File: src/include/lsc_consts.svh
// Offsets, field positions, reset values and timing counts of the load switch registers
`ifndef LSC_CONSTS_SVH
`define LSC_CONSTS_SVH
`define LSC_SW4_CTRL_IDX   8'h12
`define LSC_SW5_CTRL_IDX   8'h13
`define LSC_IRQ_STAT_IDX   8'h20
`define LSC_IRQ_MASK_IDX   8'h21
`define LSC_ADDR_W         10
`define LSC_BIT_ON         0
`define LSC_BIT_DIS        1
`define LSC_BIT_WAIT_LO    2
`define LSC_BIT_WAIT_HI    3
`define LSC_BIT_PG         4
`define LSC_BIT_OT         5
`define LSC_BIT_OC         6
`define LSC_BIT_TO         7
`define LSC_CTRL_RST       8'h02
`define LSC_CLK_MHZ        10
`define LSC_WAIT0_US       200
`define LSC_WAIT1_US       800
`define LSC_WAIT2_US       1600
`define LSC_WAIT3_US       3200
`define LSC_WAIT0_CYC      (`LSC_WAIT0_US * `LSC_CLK_MHZ)
`define LSC_WAIT1_CYC      (`LSC_WAIT1_US * `LSC_CLK_MHZ)
`define LSC_WAIT2_CYC      (`LSC_WAIT2_US * `LSC_CLK_MHZ)
`define LSC_WAIT3_CYC      (`LSC_WAIT3_US * `LSC_CLK_MHZ)
`endif

File: src/include/lsc_pkg.sv
// Types shared by the load switch control register bank
package lsc_pkg;
  typedef struct packed {
    logic       on;
    logic       discharge_on;
    logic [1:0] limit_wait_sel;
  } lsc_ctrl_t;
  typedef struct packed {
    logic overcurrent;
    logic overtemp;
    logic power_good;
    logic current_limited;
  } lsc_mon_t;
endpackage : lsc_pkg

File: src/lsc_regs.sv
// Control and status registers of load switches four and five, Wishbone slave
// Function
// [RQ1] Bit 0 switches the load switch on; read/write, resets to zero.
// [RQ2] Bit 1 enables output auto-discharge; read/write, resets to one.
// [RQ3] Bits 3:2 pick time-out wait 200, 800, 1600 or 3200 us.
// [RQ4] Bit 7 reads one after a current-limit time-out; resets to zero.
// [RQ5] Bit 6 reads one when overcurrent is detected; resets to zero.
// [RQ6] Bit 5 reads one when overtemperature is detected; resets to zero.
// [RQ7] Bit 4 reads one while output is power good; resets to zero. The code also needs bit 0 set: bit 4 reads zero while the switch is off.
// [RQ8] Writes to the four status bits are ignored.
`include "lsc_consts.svh"
module lsc_regs
  import lsc_pkg::*;
#(
  parameter int WAIT0_CYC = `LSC_WAIT0_CYC,
  parameter int WAIT1_CYC = `LSC_WAIT1_CYC,
  parameter int WAIT2_CYC = `LSC_WAIT2_CYC,
  parameter int WAIT3_CYC = `LSC_WAIT3_CYC,
  parameter int NSW       = 2
) (
  input  wire logic                   clk_i,
  input  wire logic                   rst_i,
  input  wire logic                   wb_cyc_i,
  input  wire logic                   wb_stb_i,
  input  wire logic                   wb_we_i,
  input  wire logic [`LSC_ADDR_W-1:0] wb_adr_i,
  input  wire logic [3:0]             wb_sel_i,
  input  wire logic [31:0]            wb_dat_i,
  output logic      [31:0]            wb_dat_o,
  output logic                        wb_ack_o,
  input  wire lsc_mon_t [NSW-1:0]     mon_i,
  output lsc_ctrl_t [NSW-1:0]         ctrl_o,
  output logic                        irq_o
);
  localparam int EVW = 4 * NSW;

  function automatic logic [15:0] wait_cycles(input logic [1:0] sel);
    unique case (sel)
      2'h0: wait_cycles = 16'(WAIT0_CYC);
      2'h1: wait_cycles = 16'(WAIT1_CYC);
      2'h2: wait_cycles = 16'(WAIT2_CYC);
      2'h3: wait_cycles = 16'(WAIT3_CYC);
    endcase
  endfunction : wait_cycles

  // Every register is eight bits in the low byte; upper bits read zero
  function automatic logic [31:0] byte_word(input logic [7:0] b);
    byte_word = {24'h000000, b};
  endfunction : byte_word

  localparam logic [7:0] CTRL_RST = `LSC_CTRL_RST;

  // Per-switch state is unpacked so each generate copy owns its own words
  logic                on_q      [NSW];
  logic                dis_q     [NSW];
  logic [1:0]          wsel_q    [NSW];
  logic                to_q      [NSW];
  logic                oc_q      [NSW];
  logic                ot_q      [NSW];
  logic                pg_q      [NSW];
  logic [15:0]         lim_cnt_q [NSW];

  // Interrupt status, mask and edge memory
  logic [EVW-1:0]      stat_q;
  logic [EVW-1:0]      mask_q;
  logic [EVW-1:0]      ev_prev_q;

  // Bus answer and interrupt output registers
  logic                ack_q;
  logic [31:0]         rdat_q;
  logic                irq_q;

  // Bus decode
  wire logic           req;
  wire logic           wr_lo;
  wire logic [7:0]     word_idx;
  wire logic           hit_sw4;
  wire logic           hit_sw5;
  wire logic           hit_stat;
  wire logic           hit_mask;
  wire logic [NSW-1:0] hit_sw;

  // Event, read and control paths
  wire logic [EVW-1:0] ev_now;
  wire logic [EVW-1:0] ev_rise;
  wire logic [EVW-1:0] clr_mask;
  wire logic [EVW-1:0] stat_d;
  wire logic [EVW-1:0] irq_src;
  wire logic [7:0]     reg_sw [NSW];
  wire logic [31:0]    rd_mux;
  wire logic [31:0]    rdat_d;
  wire lsc_ctrl_t [NSW-1:0] ctrl_w;

  // A second request is only taken after ack has dropped
  assign req      = wb_cyc_i & wb_stb_i & ~ack_q;
  assign wr_lo    = req & wb_we_i & wb_sel_i[0];
  assign word_idx = wb_adr_i[`LSC_ADDR_W-1:2];
  assign hit_sw4  = word_idx == `LSC_SW4_CTRL_IDX;
  assign hit_sw5  = word_idx == `LSC_SW5_CTRL_IDX;
  assign hit_stat = word_idx == `LSC_IRQ_STAT_IDX;
  assign hit_mask = word_idx == `LSC_IRQ_MASK_IDX;
  assign hit_sw   = {hit_sw5, hit_sw4};
  assign ev_rise  = ev_now & ~ev_prev_q;

  genvar g;
  generate
    for (g = 0; g < NSW; g++) begin : g_sw
      wire logic        wr_ctrl;
      wire logic        on_d;
      wire logic        dis_d;
      wire logic [1:0]  wsel_d;
      wire logic        limiting;
      wire logic [15:0] limit;
      wire logic        at_limit;
      wire logic        expire;
      wire logic [15:0] cnt_d;
      wire logic        to_d;
      wire logic        oc_d;
      wire logic        ot_d;
      wire logic        pg_d;

      // Only the low four bits store; status bits are not writable
      assign wr_ctrl = wr_lo & hit_sw[g]; // see [RQ8]
      assign on_d    = wr_ctrl ? wb_dat_i[`LSC_BIT_ON] : on_q[g]; // see [RQ1]
      assign dis_d   = wr_ctrl ? wb_dat_i[`LSC_BIT_DIS] : dis_q[g]; // see [RQ2]
      assign wsel_d  = wr_ctrl ? wb_dat_i[`LSC_BIT_WAIT_HI:`LSC_BIT_WAIT_LO]
                               : wsel_q[g]; // see [RQ3]

      // Wait time counts only while the switch sits in current limit
      assign limiting = on_q[g] & mon_i[g].current_limited;
      assign limit    = wait_cycles(wsel_q[g]);
      assign at_limit = lim_cnt_q[g] >= limit - 16'h0001;
      assign expire   = limiting & at_limit;
      // Counter parks at limit minus one so it cannot wrap during a long overload
      assign cnt_d    = !limiting ? 16'h0000 :
                        expire    ? lim_cnt_q[g] :
                                    lim_cnt_q[g] + 16'h0001; // see [RQ3]

      // Time-out holds until the switch is turned off; setting wins
      assign to_d = expire | (to_q[g] & on_q[g]); // see [RQ4]
      assign oc_d = mon_i[g].overcurrent; // see [RQ5]
      assign ot_d = mon_i[g].overtemp; // see [RQ6]
      // Power good only means something while the switch conducts
      assign pg_d = on_q[g] & mon_i[g].power_good; // see [RQ7]

      // Read word and event vector of this switch
      assign reg_sw[g] = {to_q[g], oc_q[g], ot_q[g], pg_q[g],
                          wsel_q[g], dis_q[g], on_q[g]};
      assign ev_now[4*g +: 4] = {to_q[g], oc_q[g], ot_q[g], pg_q[g]};
      assign ctrl_w[g] = {on_q[g], dis_q[g], wsel_q[g]}; // see [RQ1] see [RQ2]

      always_ff @(posedge clk_i) begin
        if (rst_i) begin
          on_q[g]   <= CTRL_RST[`LSC_BIT_ON]; // see [RQ1]
          dis_q[g]  <= CTRL_RST[`LSC_BIT_DIS]; // see [RQ2]
          wsel_q[g] <= CTRL_RST[`LSC_BIT_WAIT_HI:`LSC_BIT_WAIT_LO];
        end else begin
          on_q[g]   <= on_d;
          dis_q[g]  <= dis_d;
          wsel_q[g] <= wsel_d;
        end
      end

      always_ff @(posedge clk_i) begin
        if (rst_i) begin
          lim_cnt_q[g] <= 16'h0000;
        end else begin
          lim_cnt_q[g] <= cnt_d;
        end
      end

      always_ff @(posedge clk_i) begin
        if (rst_i) begin
          to_q[g] <= 1'b0; // see [RQ4]
          oc_q[g] <= 1'b0; // see [RQ5]
          ot_q[g] <= 1'b0; // see [RQ6]
          pg_q[g] <= 1'b0; // see [RQ7]
        end else begin
          to_q[g] <= to_d;
          oc_q[g] <= oc_d;
          ot_q[g] <= ot_d;
          pg_q[g] <= pg_d;
        end
      end
    end
  endgenerate

  // Set wins over a write-one clear in the same cycle
  assign clr_mask = (wr_lo & hit_stat) ? wb_dat_i[EVW-1:0] : '0;
  assign stat_d   = (stat_q & ~clr_mask) | ev_rise;
  assign irq_src  = stat_d & mask_q;

  assign rd_mux = hit_sw4  ? byte_word(reg_sw[0]) :
                  hit_sw5  ? byte_word(reg_sw[1]) :
                  hit_stat ? byte_word(8'(stat_q)) :
                  hit_mask ? byte_word(8'(mask_q)) : 32'h00000000;
  // Data is zero outside the ack cycle so stale data is never seen
  assign rdat_d = req ? rd_mux : 32'h00000000;

  // Edge memory starts low: flags are low in reset, so no false event
  always_ff @(posedge clk_i) begin
    if (rst_i) begin
      ev_prev_q <= '0;
    end else begin
      ev_prev_q <= ev_now;
    end
  end

  always_ff @(posedge clk_i) begin
    if (rst_i) begin
      stat_q <= '0;
    end else begin
      stat_q <= stat_d;
    end
  end

  always_ff @(posedge clk_i) begin
    if (rst_i) begin
      mask_q <= '0;
    end else if (wr_lo & hit_mask) begin
      mask_q <= wb_dat_i[EVW-1:0];
    end
  end

  // One wait state: every request is answered in the next cycle
  always_ff @(posedge clk_i) begin
    if (rst_i) begin
      ack_q <= 1'b0;
    end else begin
      ack_q <= req;
    end
  end

  always_ff @(posedge clk_i) begin
    if (rst_i) begin
      rdat_q <= 32'h00000000;
    end else begin
      rdat_q <= rdat_d;
    end
  end

  // Registered so the pin never glitches while status and mask settle
  always_ff @(posedge clk_i) begin
    if (rst_i) begin
      irq_q <= 1'b0;
    end else begin
      irq_q <= |irq_src;
    end
  end

  assign wb_ack_o = ack_q;
  assign wb_dat_o = rdat_q;
  assign irq_o    = irq_q;
  assign ctrl_o   = ctrl_w;
endmodule : lsc_regs
File: config.mk
export PLATFORM = sky130hd
export DESIGN_NAME = lsc_regs
export DESIGN_NICKNAME = d
export VERILOG_FILES = /design/src/include/lsc_pkg.sv /design/src/lsc_regs.sv
export VERILOG_INCLUDE_DIRS = /design/src /design/src/include
export SDC_FILE = /design/constraint.sdc
export NUM_CORES = 1
export LEC_CHECK = 0
export BUFFER_PORTS_ARGS = -buffer_cell sky130_fd_sc_hd__buf_2
export CORE_MARGIN = 2
export CORE_UTILIZATION = 35
export DETAILED_ROUTE_END_ITERATION = 8
export PLACE_DENSITY_LB_ADDON = 0.05
export SLEW_MARGIN = 30
export SYNTH_ARGS = -nofsm -noshare
export SYNTH_HDL_FRONTEND = slang
export SYNTH_SLANG_ARGS = --single-unit
File: constraint.sdc
create_clock -name clk_i -period 2.72 [get_ports clk_i]
set_input_delay 0.136 -clock clk_i [delete_from_list [all_inputs] [get_ports clk_i]]
set_output_delay 0.136 -clock clk_i [all_outputs]
set_load 0.05 [all_outputs]
==> run summary, run 1 <==
- 0 — antenna violations before repair
- 8 — Crit Path Max Fanout
- 15.9% — compound-cell area share of the yosys netlist
- 37.5% — portion of the post-synthesis area used by sequential elements
- 14.3 um — final routed wire length divided by cell count
- 0% — share of synthesized registers carrying an async set or reset
- 10.5 mm — Total Wirelength
- 2570 ps — Final Critical Period
- 0 — maximum capacitance violations
- 116 um — DIE HEIGHT
- 3307 — number of global-route vias before repair
- finished clean — status
- 0.00480 sq mm — placed cell areas
- 656 — post-layout net count
- 275 — starting DRC count in detailed routing
- 1.19% — Post-Synth XOR/XNOR Area
- 0.00518 sq mm — area of all placed cells without fillers
- 60.2% — max-slew headroom at the worst pin
- 40 — num rows
- 44 — largest net degree at the start of global routing
- 2830 ps — data arrival time of the worst path
- sky130_fd_sc_hd__dfxtp_1 — most common cell after layout, fill and taps aside
- 4.42 ps — setup clock skew after layout
- 1241 — number of fillers in the final layout
- 24.3% — simple-gate area share of the yosys netlist
- 9 — TritonCTS Buffers
- sky130_fd_sc_hd__dfxtp_1, sky130_fd_sc_hd__buf_2, sky130_fd_sc_hd__nand2_1 — most frequent cells in the layout
- 16.1% — gr usage total
- 2.62 mW — post-route total power
- flop — type of element capturing the critical path
- 0 ps — setup TNS after final layout
- 1 — EDFF count, synth
- 82 — synthesized flop and latch total
- sky130_fd_sc_hd__dfxtp_1, sky130_fd_sc_hd__ha_1, sky130_fd_sc_hd__buf_4 — ranking of synthesized cells by area
- 0 — Yosys warning count
- 0.801 — final weighted congestion of routability-driven global placement
- reg -> reg — kind of critical path
- 82 — clock sinks
- 47 — number of port buffers
- 36.2% — starting utilization of the core area
- 330 ps — worst-skew pair later-pin latency
- 0 — aggregate global routing overflow
- 595 ps — actual transition at the worst max-transition pin
- 3679 — Vias
- 0 — count of final max-slew check failures
- 0 — final antenna-violating net count
- 0 — total DRC errors in the routed layout
- 2980 ps — required time of the critical path
- flop — startpoint kind of the worst setup timing path
- true — setup repair after global routing missed its margin
- 16.9 mm — global-route wire length before repair
- 0 — setup-violating endpoint count in the final report
- 42.6% — Final Core Density
- 36.8% — Yosys top cell area share
- sky130_fd_sc_hd__dfxtp_1 — most used flip-flop cell after synthesis
- 0.0135 sq mm — Die Outline Area
- 17.6% — post-synthesis to final-layout area growth
- 0 — final hold violation count
- done — TritonCTS clock tree
- 116 um — Die Wd
- 101 — Top Ports
- sky130_fd_sc_hd__dfxtp_1 — most area-hungry cell type in the Yosys netlist
- 5.01 — routed vias/inst
- 0.0122 sq mm — core outline area
- simple AND/OR/NAND/NOR gates — main combinational cell family by area after synthesis
- 2 — maximum number of buffers from clock root to sink
- 62 — synth unique cells
- sky130_fd_sc_hd__clkbuf_16 — library cell used as clock root buffer
- 0.00440 sq mm — netlist area before placement
- 3.41% — mux contribution to synthesized area
- 60 ps — Clock Pin Slew Worst Setup and Hold Paths
- 94.6% — period utilisation layout
- 8.79 sq um — synthesized area per cell
- 506 mW/mm^2 — power density over the cells
- 18.5% — fraction of layout cells with a size suffix above 1
- 0 — Antenna diodes
- 501 — cell count after synthesis
- 7.74 mm — DPL Wire Length
- 0.389 GHz — Fmax
- 301 uV — highest ir drop seen on vdd
- 3 — maximum level of the CTS H-tree
- 9.94% — adder-cell area share of the yosys netlist
- 2.04 nW — leakage power figure
- 4 — first-pass iteration count of the detailed router
- in -> reg — class of the tightest hold or removal check
-- per-stage QoR --
stage          hold slack [ps]  setup WS, ps  cells
5_1_grt                   15.8         -5.97    735
4_1_cts                   4.34          12.2    735
3_3_place_gp               345          47.3    715
6_report                  15.1           148    735
3_5_place_dp               350          14.1    715
2_1_floorplan              254          50.9    524
-- power by group --
group	total, mW	internal (mW)	switching, mW	leakage, nW
Clock	1.24	0.719	0.520	0.144
Sequential	1.22	1.21	0.00590	0.667
Combinational	0.159	0.0362	0.123	1.23
-- worst paths after layout --
kind,start,end,slack [ps],depth (start not counted)
worst min register to register,ot_q[1]$_SDFF_PP0_,ev_prev_q[5]$_SDFF_PP0_,460,2
worst max-delay path,wsel_q[0][0]$_SDFFE_PP0P_,lim_cnt_q[0][3]$_SDFFE_PP0N_,150,11
worst min-delay path,mon_i[2],ot_q[0]$_SDFF_PP0_,20,2
worst max register to register,wsel_q[0][0]$_SDFFE_PP0P_,lim_cnt_q[0][3]$_SDFFE_PP0N_,150,11
-- cells in the mapped netlist (all sizes together) (6+ instances only) --
cell type and instances:
a21oi 38, dfxtp 81, or4 9, mux2i 15, nor3 8, or2 7, nand2b 6, and3 9
nor2b 20, nand2 42, a22oi 16, clkbuf 9, nor2 37, nand4 8, inv 16, nand3 17
buf 33, o21ai 19, ha 35, or3 13
-- kinds of logic after synthesis --
logic type | after synthesis
other | 1
XOR/XNOR | 6
flip-flops | 82
buffers and inverters | 58
multiplexers | 15
AND/OR/NAND/NOR | 194
adder cells (fa/ha/maj) | 35
AO/OA/AOI/OAI | 110
-- what timing repair did --
action / 4_1_cts / 5_1_grt
pin swaps: 2 / 1
cloned: 0 / 0
endpoints found under the setup margin: 3 / 22
hold buffers: 4 / 0
resized for setup: 1 / 9
buffers inserted: 0 / 0
hold endpoints to repair: 4 / 0
-- routing by layer --
metal / vias to the layer above / share of wire (%) / wire (um) / GRT usage [%]
li1: 1880 / - / - / -
met1: 1709 / 49 / 5120 / 22.7
met2: 86 / 45 / 4760 / 25.0
met3: 4 / 5.2 / 545 / 4.31
met4: 0 / 0.52 / 54 / 3.33
met5: - / 0 / 0 / 0
-- cell type report --
class | count | area [sq um] | area share [%]
clock buffers | 9 | 225 | 4.35
multi-input cells | 384 | 2530 | 48.9
well taps | 168 | 210 | 4.06
inverters | 16 | 60.1 | 1.16
repair buffers | 69 | 410 | 7.93
flip-flops and latches | 82 | 1660 | 32.0
clock inverters | 7 | 78.8 | 1.52
-- flip-flops by register name, indices dropped and copies added (netlist names) --
signal     cells
lim_cnt_q     32
ev_prev_q      8
mask_q         8
stat_q         8
wb_dat_o       8
wsel_q         4
dis_q          2
oc_q           2
on_q           2
ot_q           2
pg_q           2
to_q           2
irq_o          1
wb_ack_o       1
-- worst max-delay path, cell delays in order, from the launching register on --
cell and delay (ps):
sky130_fd_sc_hd__dfxtp_2 350, sky130_fd_sc_hd__inv_1 90, sky130_fd_sc_hd__ha_1 200, sky130_fd_sc_hd__nor2_1 130, sky130_fd_sc_hd__ha_1 260, sky130_fd_sc_hd__nand4b_1 140, sky130_fd_sc_hd__o21ai_1 120, sky130_fd_sc_hd__o311ai_2 360
sky130_fd_sc_hd__nand2_2 170, sky130_fd_sc_hd__buf_4 200, sky130_fd_sc_hd__or3_1 340, sky130_fd_sc_hd__a21oi_1 130
(Power assumes the default switching activity.)
==> inputs of run 2 (changes only) <==
Settings changed: SETUP_SLACK_MARGIN from default to 0.4.
==> run 2 against run 1 <==
Net effect:
- power shrank 0.43%
- largest cell class unchanged
- cell count grew 2.3%
- count of clock-buffer cells in the layout grew 1
- critical path type unchanged
- clock power is essentially flat
- wire length grew 11%
- critical path depth shrank 1
- via count grew 4.7%
- global-route usage grew 1.4 points
==> run summary, run 2 (same netlist as run 1, synthesis figures left out) <==
- finished clean — status
- 0 — aggregate global routing overflow
- 0 — count of final max-slew check failures
- sky130_fd_sc_hd__dfxtp_1 — most common cell after layout, fill and taps aside
- 9 — TritonCTS Buffers
- 2410 ps — Final Critical Period
- 310 ps — slack of the worst reg-to-reg path
- 0 — antenna violations before repair
- 46.7% — share of total power in sequential cells
- 88.8% — period utilisation layout
- 2970 ps — required time of the critical path
- 27.3% — met2 track demand over resource in global routing
- 7.77 mm — DPL Wire Length
- 0 — maximum capacitance violations
- 0 — final hold violation count
- 0.00167 sq mm — area taken by flip-flops and latches
- flop — startpoint kind of the worst setup timing path
- 1171 — number of fillers in the final layout
- 30.3% — fraction of layout cells with a size suffix above 1
- 2 — instance count along the most critical hold path
- 0 — total DRC errors in the routed layout
- 0 — Antenna diodes
- 4.05% — met3 usage
- 211 — starting DRC count in detailed routing
- met2 — routing layer with the top usage in global route
- 82 — clock sinks
- 0.00301 sq mm — area of combinational cells with multiple inputs
- 24.2% — GRT met1 Usage
- mon_i[1] — Hold Startpoint
- 306 ps — worst setup margin
- 15.5 um — final routed wire length divided by cell count
- true — setup repair after global routing missed its margin
- 3549 — number of global-route vias before repair
- 47 — number of port buffers
- 0.00585 sq mm — area of all placed cells without fillers
- 0.678 mW — switching power total
- 0.00480 sq mm — placed cell areas
- 48.1% — Final Core Density
- 10 — worst r2r path cells
- 2.61 mW — post-route total power
- 0 — setup-violating endpoint count in the final report
- 0 — final antenna-violating net count
- done — TritonCTS clock tree
- 0.414 GHz — Fmax
- 4 — first-pass iteration count of the detailed router
- 3851 — Vias
- 26.0% — Net Sw Frac
- 445 mW/mm^2 — power density over the cells
- 9.84 ps — setup clock skew after layout
- 11.6 mm — Total Wirelength
- 60.0% — max-slew headroom at the worst pin
- 2 — maximum number of buffers from clock root to sink
- 44 — largest net degree at the start of global routing
- 40 — num rows
- 6.2% — Gate power share
- 598 ps — actual transition at the worst max-transition pin
- 6 — Crit Path Max Fanout
- 0.778 — final weighted congestion of routability-driven global placement
- lim_cnt_q — top register by number of flip-flops
- reg -> reg — kind of critical path
- lim_cnt_q[1][14]$_SDFFE_PP0N_ — worst r2r dst
- 101 — Top Ports
- 47.1% — proportion of power drawn by the clock network
- 344 uV — highest ir drop seen on vdd
- 1.93 mW — internal power
- 2.19 nW — leakage power figure
- 17.6% — gr usage total
- 0 ps — setup TNS after final layout
- 2660 ps — data arrival time of the worst path
- sky130_fd_sc_hd__clkbuf_16 — library cell used as clock root buffer
- 5.12 — routed vias/inst
- 18.2 mm — global-route wire length before repair
- 127 ps — Post-Place Worst Slack
- 0.0122 sq mm — core outline area
- 3 — maximum level of the CTS H-tree
- 116 um — DIE HEIGHT
- 32 — flip-flop count of the largest register, all copies and words added
- 36.2% — starting utilization of the core area
- 32.8% — post-synthesis to final-layout area growth
- wsel_q[1][1]$_SDFFE_PP0P_ — Crit Reg-Reg Startpoint
- in -> reg — class of the tightest hold or removal check
- 673 — post-layout net count
- 116 um — Die Wd
- flop — type of element capturing the critical path
- sky130_fd_sc_hd__dfxtp_1, sky130_fd_sc_hd__buf_2, sky130_fd_sc_hd__nand2_1, sky130_fd_sc_hd__nor2_1, sky130_fd_sc_hd__a21oi_1 — most frequent cells in the layout
- 60 ps — Clock Pin Slew Worst Setup and Hold Paths
- 0.0135 sq mm — Die Outline Area
- pg_q[0]$_SDFF_PP0_ — worst hold path endpoint
- 350 ps — worst-skew pair later-pin latency
## run 2: what timing repair did
item	4_1_cts	5_1_grt
setup buffers	18	6
endpoints found under the hold margin	5	0
pin swaps	26	44
hold buffers	5	0
resized for setup	36	50
cloned	2	0
endpoints found under the setup margin	24	31
## run 2: per-stage QoR
step                instances  hold WS, ps
finish                    752         29.3
CTS                       746         30.5
global route              752         33.7
detailed placement        705          350
floorplan                 524          254
global placement          705          343
## run 2: how the worst max path moves through the flow
stage | end | from | cells past startpoint | slack, ps
final | lim_cnt_q[1][14]$_SDFFE_PP0N_ | wsel_q[1][1]$_SDFFE_PP0P_ | 10 | 310
after detailed placement | lim_cnt_q[0][13]$_SDFFE_PP0N_ | wsel_q[0][0]$_SDFFE_PP0P_ | 10 | 130
after CTS | lim_cnt_q[0][13]$_SDFFE_PP0N_ | wsel_q[0][0]$_SDFFE_PP0P_ | 10 | 300
after global routing | lim_cnt_q[1][14]$_SDFFE_PP0N_ | wsel_q[1][1]$_SDFFE_PP0P_ | 10 | 210
after global placement | lim_cnt_q[0][13]$_SDFFE_PP0N_ | wsel_q[0][0]$_SDFFE_PP0P_ | 10 | 140
after floorplan | lim_cnt_q[0][5]$_SDFFE_PP0N_ | wsel_q[0][0]$_SDFFE_PP0P_ | 11 | 370
## run 2: metal layers
metal  vias to the layer above  part of all wire (%)
li1                       1925                     -
met1                      1822                    47
met2                        91                    47
met3                        13                   4.7
met4                         0                   1.4
met5                         -                     0
## run 2: layout make-up
class / count / area share, %
timing repair buffer: 84 / 10.1
clock buffer: 10 / 4.28
tap: 168 / 3.59
sequential: 82 / 28.5
clock inverter: 6 / 0.791
multi-input combinational: 386 / 51.5
inverter: 16 / 1.20
## run 2: critical path: stages (launching register included)
cell	delay, ps
sky130_fd_sc_hd__dfxtp_4	410
sky130_fd_sc_hd__inv_4	60
sky130_fd_sc_hd__ha_4	200
sky130_fd_sc_hd__ha_4	270
sky130_fd_sc_hd__nand4b_1	180
sky130_fd_sc_hd__or3_4	420
sky130_fd_sc_hd__a41o_4	260
sky130_fd_sc_hd__nand4_1	160
sky130_fd_sc_hd__buf_4	150
sky130_fd_sc_hd__nor3_1	40
sky130_fd_sc_hd__o21a_1	160
## run 2: power by group through the flow
stage / combinational [mW] / sequential (mW) / clock [mW]
3_3_place_gp: 0.154 / 1.24 / 0
2_1_floorplan: 0.140 / 1.24 / 0
6_report: 0.162 / 1.22 / 1.23
3_5_place_dp: 0.156 / 1.24 / 0
4_1_cts: 0.162 / 1.22 / 1.27
5_1_grt: 0.174 / 1.22 / 1.31
